<file path="src/include/fci_pkg.sv">
// Package of constants and types for the flash command host controller
package fci_pkg;

  // ==========================================================================
  // Widths
  localparam int FCI_AW = 19;
  localparam int FCI_DW = 8;

  // ==========================================================================
  // Command addresses and codes
  localparam logic [18:0] FCI_ADDR_UNLOCK1 = 19'h00555;
  localparam logic [18:0] FCI_ADDR_UNLOCK2 = 19'h002AA;
  localparam logic [18:0] FCI_ADDR_ANY = 19'h00000;
  localparam logic [18:0] FCI_ADDR_MAKER = 19'h00000;
  localparam logic [18:0] FCI_ADDR_PART = 19'h00001;
  localparam logic [18:0] FCI_ADDR_PROT = 19'h00002;
  localparam logic [7:0] FCI_D_UNLOCK1 = 8'hAA;
  localparam logic [7:0] FCI_D_UNLOCK2 = 8'h55;
  localparam logic [7:0] FCI_D_RESET = 8'hF0;
  localparam logic [7:0] FCI_D_AUTOSEL = 8'h90;
  localparam logic [7:0] FCI_D_PROGRAM = 8'hA0;
  localparam logic [7:0] FCI_D_BYPASS = 8'h20;
  localparam logic [7:0] FCI_D_BYP_EXIT = 8'h00;
  localparam logic [7:0] FCI_D_ERASE_SETUP = 8'h80;
  localparam logic [7:0] FCI_D_CHIP_ERASE = 8'h10;
  localparam logic [7:0] FCI_D_BLOCK_ERASE = 8'h30;
  localparam logic [7:0] FCI_D_SUSPEND = 8'hB0;
  localparam logic [7:0] FCI_D_RESUME = 8'h30;
  localparam logic [7:0] FCI_PROT_SET = 8'h01;
  localparam int FCI_BLOCK_LSB = 16;

  // ==========================================================================
  // Timing, clock 10 MHz
  localparam int FCI_CLK_MHZ = 10;
  localparam int FCI_ABORT_US = 10;
  localparam int FCI_BLOCK_WIN_US = 50;
  localparam int FCI_SUSPEND_US = 15;
  localparam int FCI_ABORT_CYC = FCI_ABORT_US * FCI_CLK_MHZ;
  localparam int FCI_SUSPEND_CYC = FCI_SUSPEND_US * FCI_CLK_MHZ;
  // Longest time: round down, keep margin of one cycle under the window
  localparam int FCI_BLOCK_WIN_CYC = FCI_BLOCK_WIN_US * FCI_CLK_MHZ - 1;
  localparam int FCI_PHASE_CYC = 2;
  localparam int FCI_CNT_W = 10;
  localparam int FCI_PHASE_W = 2;

  // ==========================================================================
  // Commands taken from the user
  typedef enum logic [3:0] {
    FCI_CMD_RESET1 = 4'h0,
    FCI_CMD_RESET3 = 4'h1,
    FCI_CMD_AUTOSEL = 4'h2,
    FCI_CMD_PROGRAM = 4'h3,
    FCI_CMD_BYPASS = 4'h4,
    FCI_CMD_BYP_PROG = 4'h5,
    FCI_CMD_BYP_RESET = 4'h6,
    FCI_CMD_CHIP_ERASE = 4'h7,
    FCI_CMD_BLOCK_ERASE = 4'h8,
    FCI_CMD_SUSPEND = 4'h9,
    FCI_CMD_RESUME = 4'hA,
    FCI_CMD_READ = 4'hB
  } fci_cmd_t;

  // One bus cycle toward the flash
  typedef struct packed {
    logic write;
    logic [18:0] addr;
    logic [7:0] data;
  } fci_cyc_t;

  // Pins toward the flash
  typedef struct packed {
    logic ce_n;
    logic oe_n;
    logic we_n;
    logic [18:0] address_pins;
    logic [7:0] data_pins_o;
    logic data_pins_oe;
  } fci_pins_t;

endpackage : fci_pkg

</file>
<file path="src/hw/fci_bus_cycle.sv">
// Single bus read or write cycle engine on the flash pins
`timescale 1ns/1ns
`default_nettype none
module fci_bus_cycle
  import fci_pkg::*;
#(
  parameter int PHASE_CYC = FCI_PHASE_CYC
) (
  // Clock and reset
  input wire logic sys_clk_in,
  input wire logic resetn_in,
  // Cycle request
  input wire logic start_in,
  input var fci_cyc_t cyc_in,
  output logic busy_out,
  output logic done_out,
  output logic [7:0] rdata_out,
  // Flash pins
  output var fci_pins_t pins_out,
  input wire logic [7:0] data_pins_in
);

  typedef enum logic [1:0] {
    FCI_B_IDLE = 2'b00,
    FCI_B_SETUP = 2'b01,
    FCI_B_STROBE = 2'b10,
    FCI_B_HOLD = 2'b11
  } fci_bst_t;

  typedef struct packed {
    fci_bst_t st;
    logic [FCI_PHASE_W-1:0] cnt;
    fci_cyc_t cyc;
    fci_pins_t pins;
    logic done;
    logic [7:0] rdata;
  } fci_bstate_t;

  fci_bstate_t s_r, s_nxt;

  // Setup, strobe, hold phases; OE and WE never low together
  always_comb begin
    s_nxt = s_r;
    s_nxt.done = 1'b0;
    unique case (s_r.st)
      FCI_B_IDLE: begin
        if (start_in) begin
          s_nxt.cyc = cyc_in;
          s_nxt.st = FCI_B_SETUP;
          s_nxt.cnt = '0;
          s_nxt.pins.address_pins = cyc_in.addr;
          s_nxt.pins.data_pins_o = cyc_in.data;
          s_nxt.pins.data_pins_oe = cyc_in.write;
          s_nxt.pins.ce_n = 1'b0;
        end
      end
      FCI_B_SETUP: begin
        s_nxt.st = FCI_B_STROBE;
        s_nxt.pins.we_n = ~s_r.cyc.write;
        s_nxt.pins.oe_n = s_r.cyc.write;
      end
      FCI_B_STROBE: begin
        if (s_r.cnt == FCI_PHASE_W'(PHASE_CYC - 1)) begin
          s_nxt.st = FCI_B_HOLD;
          s_nxt.rdata = data_pins_in;
          s_nxt.pins.we_n = 1'b1;
          s_nxt.pins.oe_n = 1'b1;
        end else begin
          s_nxt.cnt = s_r.cnt + 1'b1;
        end
      end
      FCI_B_HOLD: begin
        s_nxt.st = FCI_B_IDLE;
        s_nxt.pins.ce_n = 1'b1;
        s_nxt.pins.data_pins_oe = 1'b0;
        s_nxt.done = 1'b1;
      end
    endcase
  end

  // State register
  always_ff @(posedge sys_clk_in or negedge resetn_in) begin
    if (!resetn_in) begin
      s_r <= '{st: FCI_B_IDLE, cnt: '0, cyc: '0,
               pins: '{ce_n: 1'b1, oe_n: 1'b1, we_n: 1'b1, address_pins: '0,
                       data_pins_o: '0, data_pins_oe: 1'b0},
               done: 1'b0, rdata: '0};
    end else begin
      s_r <= s_nxt;
    end
  end

  assign busy_out = (s_r.st != FCI_B_IDLE);
  assign done_out = s_r.done;
  assign rdata_out = s_r.rdata;
  assign pins_out = s_r.pins;
endmodule : fci_bus_cycle
`default_nettype wire

</file>
<file path="src/hw/fci_host.sv">
// Host controller that issues flash command sequences on the parallel pins
// Behaviour
// - Reset: one F0 write or three-write form
// - Auto select: three writes, mode held
// - Program: four writes, data last
// - Bypass entry: three writes, 20
// - Bypass program: A0 then data
// - High-voltage id read on A9
// - Bypass reset: 90 then 00
// - Block erase: six writes, then the block window flag opens
`timescale 1ns/1ns
`default_nettype none
module fci_host
  import fci_pkg::*;
#(
  parameter int PHASE_CYC = FCI_PHASE_CYC,
  parameter int ABORT_CYC = FCI_ABORT_CYC,
  parameter int SUSPEND_CYC = FCI_SUSPEND_CYC,
  parameter int BLOCK_WIN_CYC = FCI_BLOCK_WIN_CYC
) (
  // Clock and reset
  input wire logic sys_clk_in,
  input wire logic resetn_in,
  // User command port
  input wire logic cmd_valid_in,
  input wire fci_cmd_t cmd_in,
  input wire logic [18:0] cmd_addr_in,
  input wire logic [7:0] cmd_data_in,
  input wire logic id_voltage_in,
  output logic cmd_ready_out,
  output logic rsp_valid_out,
  output logic [7:0] rsp_data_out,
  output logic bypass_mode_out,
  output logic block_window_out,
  // Flash pins
  output logic flash_ce_n_out,
  output logic flash_oe_n_out,
  output logic flash_we_n_out,
  output logic [18:0] address_pins_out,
  output logic [7:0] data_pins_out,
  output logic data_pins_oe_out,
  output logic high_voltage_id_level_out,
  input wire logic [7:0] data_pins_in
);

  typedef enum logic [2:0] {
    FCI_H_IDLE = 3'b000,
    FCI_H_ISSUE = 3'b001,
    FCI_H_WAIT = 3'b010,
    FCI_H_SETTLE = 3'b011,
    FCI_H_RESP = 3'b100
  } fci_hst_t;

  typedef struct packed {
    fci_hst_t st;
    fci_cmd_t cmd;
    logic [18:0] addr;
    logic [7:0] data;
    logic [2:0] idx;
    logic [2:0] len;
    logic [FCI_CNT_W-1:0] cnt;
    logic [FCI_CNT_W-1:0] win;
    logic wopen;
    logic bypass;
    logic erasing;
    logic idv;
    logic ready;
    logic rsp;
    logic [7:0] rdata;
  } fci_hstate_t;

  fci_hstate_t s_r, s_nxt;
  logic bc_start;
  logic bc_busy;
  logic bc_done;
  logic [7:0] bc_rdata;
  fci_cyc_t bc_cyc;
  fci_pins_t pins;

  // Length of each command's write sequence, or one cycle for a read
  function automatic logic [2:0] fci_len(input fci_cmd_t c);
    unique case (c)
      FCI_CMD_RESET1, FCI_CMD_SUSPEND, FCI_CMD_RESUME, FCI_CMD_READ: fci_len = 3'd1;
      FCI_CMD_BYP_PROG, FCI_CMD_BYP_RESET: fci_len = 3'd2;
      FCI_CMD_RESET3, FCI_CMD_AUTOSEL, FCI_CMD_BYPASS: fci_len = 3'd3;
      FCI_CMD_PROGRAM: fci_len = 3'd4;
      FCI_CMD_CHIP_ERASE, FCI_CMD_BLOCK_ERASE: fci_len = 3'd6;
      default: fci_len = 3'd1;
    endcase
  endfunction : fci_len

  // Bus cycle number i of command c; only table sequences exist
  function automatic fci_cyc_t fci_step(input fci_cmd_t c, input logic [2:0] i,
                                        input logic [18:0] a, input logic [7:0] d);
    fci_cyc_t y;
    y = '{write: 1'b1, addr: FCI_ADDR_ANY, data: FCI_D_RESET};
    if (c == FCI_CMD_READ) begin
      y = '{write: 1'b0, addr: a, data: '0};
    end else if (c == FCI_CMD_RESET1) begin
      y.data = FCI_D_RESET;
    end else if (c == FCI_CMD_SUSPEND) begin
      y.data = FCI_D_SUSPEND;
    end else if (c == FCI_CMD_RESUME) begin
      y.data = FCI_D_RESUME;
    end else if (c == FCI_CMD_BYP_PROG) begin
      y = (i == 3'd0) ? fci_cyc_t'{write: 1'b1, addr: FCI_ADDR_ANY, data: FCI_D_PROGRAM}
                      : fci_cyc_t'{write: 1'b1, addr: a, data: d};
    end else if (c == FCI_CMD_BYP_RESET) begin
      y.data = (i == 3'd0) ? FCI_D_AUTOSEL : FCI_D_BYP_EXIT;
    end else if (i == 3'd0 || (i == 3'd3 && c != FCI_CMD_PROGRAM)) begin
      y = '{write: 1'b1, addr: FCI_ADDR_UNLOCK1, data: FCI_D_UNLOCK1};
    end else if (i == 3'd1 || i == 3'd4) begin
      y = '{write: 1'b1, addr: FCI_ADDR_UNLOCK2, data: FCI_D_UNLOCK2};
    end else begin
      y.addr = FCI_ADDR_UNLOCK1;
      unique case (c)
        FCI_CMD_RESET3: y = '{write: 1'b1, addr: FCI_ADDR_ANY, data: FCI_D_RESET};
        FCI_CMD_AUTOSEL: y.data = FCI_D_AUTOSEL;
        FCI_CMD_BYPASS: y.data = FCI_D_BYPASS;
        FCI_CMD_PROGRAM: y = (i == 3'd2) ? y : fci_cyc_t'{write: 1'b1, addr: a, data: d};
        FCI_CMD_CHIP_ERASE: y.data = (i == 3'd2) ? FCI_D_ERASE_SETUP : FCI_D_CHIP_ERASE;
        FCI_CMD_BLOCK_ERASE: begin
          y.data = (i == 3'd2) ? FCI_D_ERASE_SETUP : FCI_D_BLOCK_ERASE;
          y.addr = (i == 3'd2) ? FCI_ADDR_UNLOCK1 : a;
        end
        default: y.data = FCI_D_RESET;
      endcase
      if (c == FCI_CMD_PROGRAM && i == 3'd2) begin
        y.data = FCI_D_PROGRAM;
      end
    end
    return y;
  endfunction : fci_step

  // Command sequencer
  always_comb begin
    s_nxt = s_r;
    s_nxt.rsp = 1'b0;
    bc_start = 1'b0;
    bc_cyc = fci_step(s_r.cmd, s_r.idx, s_r.addr, s_r.data);
    if (s_r.win != '0) begin
      s_nxt.win = s_r.win - 1'b1;
    end
    unique case (s_r.st)
      FCI_H_IDLE: begin
        s_nxt.ready = 1'b1;
        if (cmd_valid_in && s_r.ready) begin
          s_nxt.ready = 1'b0;
          s_nxt.cmd = cmd_in;
          s_nxt.addr = cmd_addr_in;
          s_nxt.data = cmd_data_in;
          s_nxt.idv = (cmd_in == FCI_CMD_READ) && id_voltage_in;
          s_nxt.idx = '0;
          s_nxt.len = fci_len(cmd_in);
          s_nxt.st = FCI_H_ISSUE;
        end
      end
      FCI_H_ISSUE: begin
        bc_start = 1'b1;
        s_nxt.st = FCI_H_WAIT;
      end
      FCI_H_WAIT: begin
        if (bc_done) begin
          s_nxt.rdata = bc_rdata;
          if (s_r.idx == s_r.len - 3'd1) begin
            s_nxt.st = FCI_H_SETTLE;
            s_nxt.cnt = '0;
            unique case (s_r.cmd)
              FCI_CMD_BYPASS: s_nxt.bypass = 1'b1;
              FCI_CMD_BYP_RESET: s_nxt.bypass = 1'b0;
              FCI_CMD_BLOCK_ERASE: begin
                s_nxt.erasing = 1'b1;
                s_nxt.win = FCI_CNT_W'(BLOCK_WIN_CYC);
              end
              FCI_CMD_CHIP_ERASE: s_nxt.erasing = 1'b1;
              FCI_CMD_RESET1, FCI_CMD_RESET3: s_nxt.win = '0;
              FCI_CMD_RESUME: s_nxt.win = '0;
              default: s_nxt.bypass = s_r.bypass;
            endcase
          end else begin
            s_nxt.idx = s_r.idx + 3'd1;
            s_nxt.st = FCI_H_ISSUE;
          end
        end
      end
      FCI_H_SETTLE: begin
        // Abort and suspend settle times before next command
        s_nxt.cnt = s_r.cnt + 1'b1;
        if (((s_r.cmd == FCI_CMD_RESET1 || s_r.cmd == FCI_CMD_RESET3) &&
             s_r.erasing && s_r.cnt < FCI_CNT_W'(ABORT_CYC)) ||
            (s_r.cmd == FCI_CMD_SUSPEND && s_r.cnt < FCI_CNT_W'(SUSPEND_CYC))) begin
          s_nxt.st = FCI_H_SETTLE;
        end else begin
          s_nxt.st = FCI_H_RESP;
          if (s_r.cmd == FCI_CMD_RESET1 || s_r.cmd == FCI_CMD_RESET3) begin
            s_nxt.erasing = 1'b0;
          end
        end
      end
      FCI_H_RESP: begin
        s_nxt.rsp = 1'b1;
        s_nxt.idv = 1'b0;
        s_nxt.st = FCI_H_IDLE;
      end
      default: s_nxt.st = FCI_H_IDLE;
    endcase
    // Window flag registered so the output comes from a flip-flop
    s_nxt.wopen = (s_nxt.win != '0);
  end

  // State register
  always_ff @(posedge sys_clk_in or negedge resetn_in) begin
    if (!resetn_in) begin
      s_r <= '{st: FCI_H_IDLE, cmd: FCI_CMD_READ, default: '0};
    end else begin
      s_r <= s_nxt;
    end
  end

  // Pin cycle engine
  fci_bus_cycle #(.PHASE_CYC(PHASE_CYC)) u_cycle (
    .sys_clk_in(sys_clk_in),
    .resetn_in(resetn_in),
    .start_in(bc_start),
    .cyc_in(bc_cyc),
    .busy_out(bc_busy),
    .done_out(bc_done),
    .rdata_out(bc_rdata),
    .pins_out(pins),
    .data_pins_in(data_pins_in)
  );

  // Outputs, all from flip-flops
  assign cmd_ready_out = s_r.ready;
  assign rsp_valid_out = s_r.rsp;
  assign rsp_data_out = s_r.rdata;
  assign bypass_mode_out = s_r.bypass;
  assign block_window_out = s_r.wopen;
  assign high_voltage_id_level_out = s_r.idv;
  assign flash_ce_n_out = pins.ce_n;
  assign flash_oe_n_out = pins.oe_n;
  assign flash_we_n_out = pins.we_n;
  assign address_pins_out = pins.address_pins;
  assign data_pins_out = pins.data_pins_o;
  assign data_pins_oe_out = pins.data_pins_oe;
endmodule : fci_host
`default_nettype wire

</file>
<file path="config.mk">
export PLATFORM = sky130hd
export DESIGN_NAME = fci_host
export DESIGN_NICKNAME = d
export VERILOG_FILES = /design/src/include/fci_pkg.sv /design/src/hw/fci_bus_cycle.sv /design/src/hw/fci_host.sv
export SDC_FILE = /design/constraint.sdc
export NUM_CORES = 1
export LEC_CHECK = 0
export BUFFER_PORTS_ARGS = -buffer_cell sky130_fd_sc_hd__buf_2
export CORE_ASPECT_RATIO = 0.5
export CORE_MARGIN = 4
export CORE_UTILIZATION = 35
export CTS_BUF_LIST = sky130_fd_sc_hd__clkbuf_16
export CTS_CLUSTER_DIAMETER = 40
export DETAILED_ROUTE_END_ITERATION = 7
export PLACE_DENSITY = 0.59
export SYNTH_ARGS = -nofsm -noshare
export SYNTH_HDL_FRONTEND = slang
export SYNTH_SLANG_ARGS = --single-unit
</file>
<file path="constraint.sdc">
create_clock -name sys_clk_in -period 2.95 [get_ports sys_clk_in]
set_input_delay 0.1475 -clock sys_clk_in [delete_from_list [all_inputs] [get_ports sys_clk_in]]
set_output_delay 0.1475 -clock sys_clk_in [all_outputs]
set_load 0.05 [all_outputs]
</file>
; ---- Word-level counts from Yosys, hierarchy flattened
; Memories as Yosys holds them, arrays and structs flattened.
; Cells that the tools add are included.
[word_totals]
elab_cells = 167
register_bits = 119
mem_count = 1
mem_bits_ro = 48
[memory_table]
columns = memory, words, width, rd, rd_clocked_by_memory_dff, write_ports, line_no
row1 = (name not given), 16, 3, 1, 0, 0, fci_host.sv:82  ; unique case (c)
[classes]
n_reduce_logical = 40
n_mux = 56
n_eq_ne = 36
addsub = 5
n_lt_le_gt_ge = 2
bitwise = 1
[op_table]
columns = cell, n
row1 = $mux 27, 4
row2 = $mux 20, 5
row3 = $mux 8, 8
row4 = $pmux 19 s3, 1
row5 = $mux 28, 2
row6 = $mux 40, 1
row7 = $pmux 10 s2, 2
row8 = $pmux 8 s5, 1
row9 = $mux 19, 2
row10 = $mux 33, 1
row11 = $eq 4x4->1 const B, 5
row12 = $mux 10, 2
row13 = $reduce_bool 10->1, 2
row14 = $reduce_and 2->1, 9
row15 = $eq 4x3->1 const B, 4
row16 = $ne 2x2->1 const B, 8
row17 = $reduce_bool 2->1, 7
row18 = $eq 3x2->1 const B, 4
row19 = $mux 3, 4
row20 = $pmux 3 s4, 1
row21 = $add 10x1->10 const B, 1
row22 = $lt 10x7->1 const B, 1
row23 = $lt 10x8->1 const B, 1
row24 = $pmux 1 s2, 5
row25 = other kinds (29), 59

; ---- Logic depth before layout (Yosys ltp)
[depth]
ltp_word = 14
mapped_depth = 9

; ---- Cells and area by module
; Synthesis repeated with hierarchy kept, for this count alone.
[unflattened]
cells_unflattened = 717
area_unflattened_um2 = 6906.6
[modules_own_cells]
columns = module, cells_per_inst, n_inst, seq_area_each_um2, area_each_um2
row1 = fci_host, 548, 1, 1855.5, 4554.4
row2 = fci_bus_cycle, 169, 1, 1129.8, 2352.3

; ---- Least setup slack after synthesis
; OpenSTA, ideal clock, no wires.
[synth_path]
path_kind = flip-flop to flip-flop
from = register s_r[14] (netlist name)
to = register s_r (netlist bit block_window_out)
setup_slack_ps = 769
arrival_ps = 2049
setup_ps = 132
stages_incl_launch_ff = 10
n_path_buf = 1
t_required_ps = 2818
cell_sequence = dfrtp_1 > clkbuf_1 > inv_1 > ha_1 > nand2b_1 > or4_1 > a221o_1 > a311oi_1 > and3_1 > o21ai_0
[synth_rtl]
columns = element, line_no
row1 = start: declaration, fci_host.sv:72  ; fci_hstate_t s_r, s_nxt;
row2 = start signal: assignment, fci_host.sv:216  ; s_r <= s_nxt;

==> metrics.txt <==
outcome completed; DR vias 5141; Hold Crit Endpoint high_voltage_id_level_out; HPWL after DPL 10590 µm; actual slew at the worst max-slew pin 769.4 ps; # diodes 0; post-route minimum period 2453 ps; setup_tns 0 ps; TritonRoute pass-1 iters 5; Final ANT Viol Nets 0; reg2reg start s_r[37]; first-pass GRT wire length 25500 µm; starting density of the core 36.13%; CP bufs+invs 1; post-synthesis async set-or-reset flop share 100.0%; clock slew at reported path FFs 50 ps; busiest grt layer met2; final routed DRC violation total 0; crit-path max FO 6; Root Buffer clkbuf_16; initial DRC count 388; HP Start id_voltage_in; CP Launch Point s_r[37]; I/O Pins 87; total core area 17570 µm²; worst rel slew slack 48.40%; syn_area_per_cell 9.295 µm²; ratio of cells with drive above 1 in the final layout 20.58%; final hold vios 0; clock buffer depth 2; crit path kind reg2reg; number of distinct library cells after synthesis 63; Max-Cap Viols 0; CP Capture Type flop; row count 34; ys flop type dfrtp_1; Area growth syn-to-layout 21.54%; peak supply drop 0.4393 mV; final instance area 7716 µm²; Slew Viols, Final 0; GRT Total Usage 15.53%; R2R Path End u_cycle.s_r[48]; PwrDens 1137 nW/µm²; number of vias per cell 5.035; number of CTS-inserted buffers 17; Final period util 83.14%; r2r worst-path depth 8; clk_skew 8.974 ps; critical path launch point type flop; Critical Path RT 3290 ps; Worst-Skew Late Latency 410 ps; GR Util met1 22.14%; Peak Freq 407.7 MHz; Die ar. 20490 µm²; hold slack 20.48 ps; width of the die 198.5 µm; Mapped Area 6349 µm²; grt ovf 0; pin count of the biggest net entering global routing 58; drt total wl 15420 µm; slowest CP cell a211oi_1; H-tree levels 4; Seq/Total Area, Yosys 47.02%; antenna violations before repair 0; number of global-route vias before repair 5010; filler cell count 1680; Post-Syn Instances 683; Ys Warns 0; TritonCTS clock tree built; Final nets 835; leakage 0.003592 µW; grt met2 use 24.06%; syn nets 744; Finish-stage setup viols 0; Port Buf Inserts 86; grt met3 use 4.013%; routed len/inst 15.10 µm; Placed Area 6820 µm²; EDFF count, synth 0; max incr delay on CP 690 ps; Clock Sinks 119; Setup Fix Bufs, Post-CTS 0; CP top delay family compound AO/OA/AOI/OAI gates; Die Span Y 103.2 µm; CP cell instances inv_1 -> ha_1 -> nor2b_1 -> nor2_1 -> a21oi_1 -> o31ai_1 -> a211oi_1 -> a221o_1; final design utilization 43.92%; RSZ-0062 raised after global routing false; gpl congestion 0.8765; Hold Path Class in2reg; synthesis-stage register bit count 119; CP Data Arrival Time 2790 ps; Hold Crit Depth 3; Reg2Reg Setup Slack 500 ps
## repair_timing
item                      CTS  global route
gates resized for setup     0             0
hold endpoints to repair   61             0
hold buffers               37             0
## flip-flops by register name, indices dropped and copies added (netlist names)
register and flops:
block_window_out 1, bypass_mode_out 1, cmd_ready_out 1, high_voltage_id_level_out 1, rsp_data_out 8, rsp_valid_out 1, s_r 61, u_cycle.done_out 1
u_cycle.pins_out 4, u_cycle.rdata_out 8, u_cycle.s_r 32
## logic make-up after synthesis
group	count (synthesis)	share of synthesized area, %
DFF	119	47.02
adders and majority gates	18	3.548
and+or+nand+nor	268	19.55
xor gates and xnor gates	11	1.754
buffers and inverters	88	7.469
muxes	29	4.947
AOI/OAI and AO/OA	150	15.71
## cell type report
| class | count | area [µm²] | share of cell area (%) |
|---|---|---|---|
| Multi-Input combinational cell | 476 | 2889 | 37.44 |
| Tap cell | 234 | 292.8 | 3.794 |
| Timing Repair Buffer | 138 | 940.9 | 12.19 |
| Inverter | 22 | 82.58 | 1.070 |
| Clock buffer | 17 | 425.4 | 5.513 |
| Clock inverter | 15 | 100.1 | 1.297 |
| Sequential cell | 119 | 2985 | 38.69 |
## power by group
part / switching, µW / total (µW) / internal [µW]
logic: 2520 / 3930 / 1410
clock network: 738 / 1870 / 1130
registers: 617 / 2970 / 2350
## tightest hold or removal path, delay by kind of cell
kind	cells	cell delay, ps
AND/OR/NAND/NOR	1	70
AO/OA/AOI/OAI	1	70
buffers and inverters	1	90
## cell usage in the layout (no fill, tap or decap), types with 3 or more instances in the layout
master         netlist  layout
clkinv_2             0       5
clkinvlp_4           0       3
mux2i_1             10      10
mux2_2              19      19
a211o_1              3       3
a21o_1               3       3
and3_1               3       3
buf_4               35      14
a221o_1             15      15
nand2_1            144     144
o22a_1               3       3
nand3b_1             3       3
nor3_1              12      12
o21ai_0             46      46
or3_1                6       6
clkbuf_16            0      17
nand3_1              8       8
dfstp_2              6       6
and2_1               7       7
o22ai_1              4       4
dlygate4sd3_1        0      37
o211ai_1             3       3
a21oi_1             34      34
nor2b_1             14      14
buf_2                3      85
dfrtp_1            113     113
o31ai_1              8       8
nor3b_1              3       3
nor2_1              40      40
clkinv_1             0       3
o311ai_0             3       3
nand4_1              5       5
nand2b_1            11      11
xnor2_1              5       5
inv_1               22      25
ha_1                18      18
xor2_1               5       5
a31oi_1              6       6
a211oi_1             5       5
## metal layers
layer,routed length (µm),part of all wire (%)
met4,158,1.0
met5,0,0
met3,779,5.1
met1,7567,49
met2,6911,45
## synthesized netlist by cell type (4+ instances only)
library cell / instances / area [µm²]
or3_1: 6 / 37.54
xnor2_1: 5 / 43.79
nand2b_1: 11 / 68.82
mux2_2: 19 / 214.0
a221o_1: 15 / 150.1
mux2i_1: 10 / 100.1
nand3_1: 8 / 40.04
a31oi_1: 6 / 37.54
o22ai_1: 4 / 25.02
dfstp_2: 6 / 157.7
buf_4: 35 / 262.8
and2_1: 7 / 43.79
a211oi_1: 5 / 37.54
xor2_1: 5 / 43.79
ha_1: 18 / 225.2
nor2_1: 40 / 150.1
o21ai_0: 46 / 230.2
buf_1: 5 / 18.77
nand4_1: 5 / 31.28
nor3_1: 12 / 60.06
a21oi_1: 34 / 170.2
nand2_1: 144 / 540.5
nor2b_1: 14 / 87.58
inv_1: 22 / 82.58
o31ai_1: 8 / 60.06
dfrtp_1: 113 / 2828
clkbuf_1: 21 / 78.83
## worst max-delay path by stage
stage,end,cells after the start
detailed placement,u_cycle.s_r[48],8
CTS,u_cycle.s_r[48],8
finish,u_cycle.s_r[48],8
floorplan,block_window_out,9
global route,u_cycle.s_r[48],8
global placement,block_window_out,8
## through the flow
| step | total power, µW | cells | setup WS, ps |
|---|---|---|---|
| floorplan | 6166 | 683 | 769.0 |
| global placement | 6825 | 952 | 555.8 |
| detailed placement | 6889 | 952 | 527.9 |
| CTS | 8841 | 1021 | 509.6 |
| global route | 9413 | 1021 | 292.0 |
| finish | 8770 | 1021 | 497.5 |
Power figures use the tool's default switching activity.
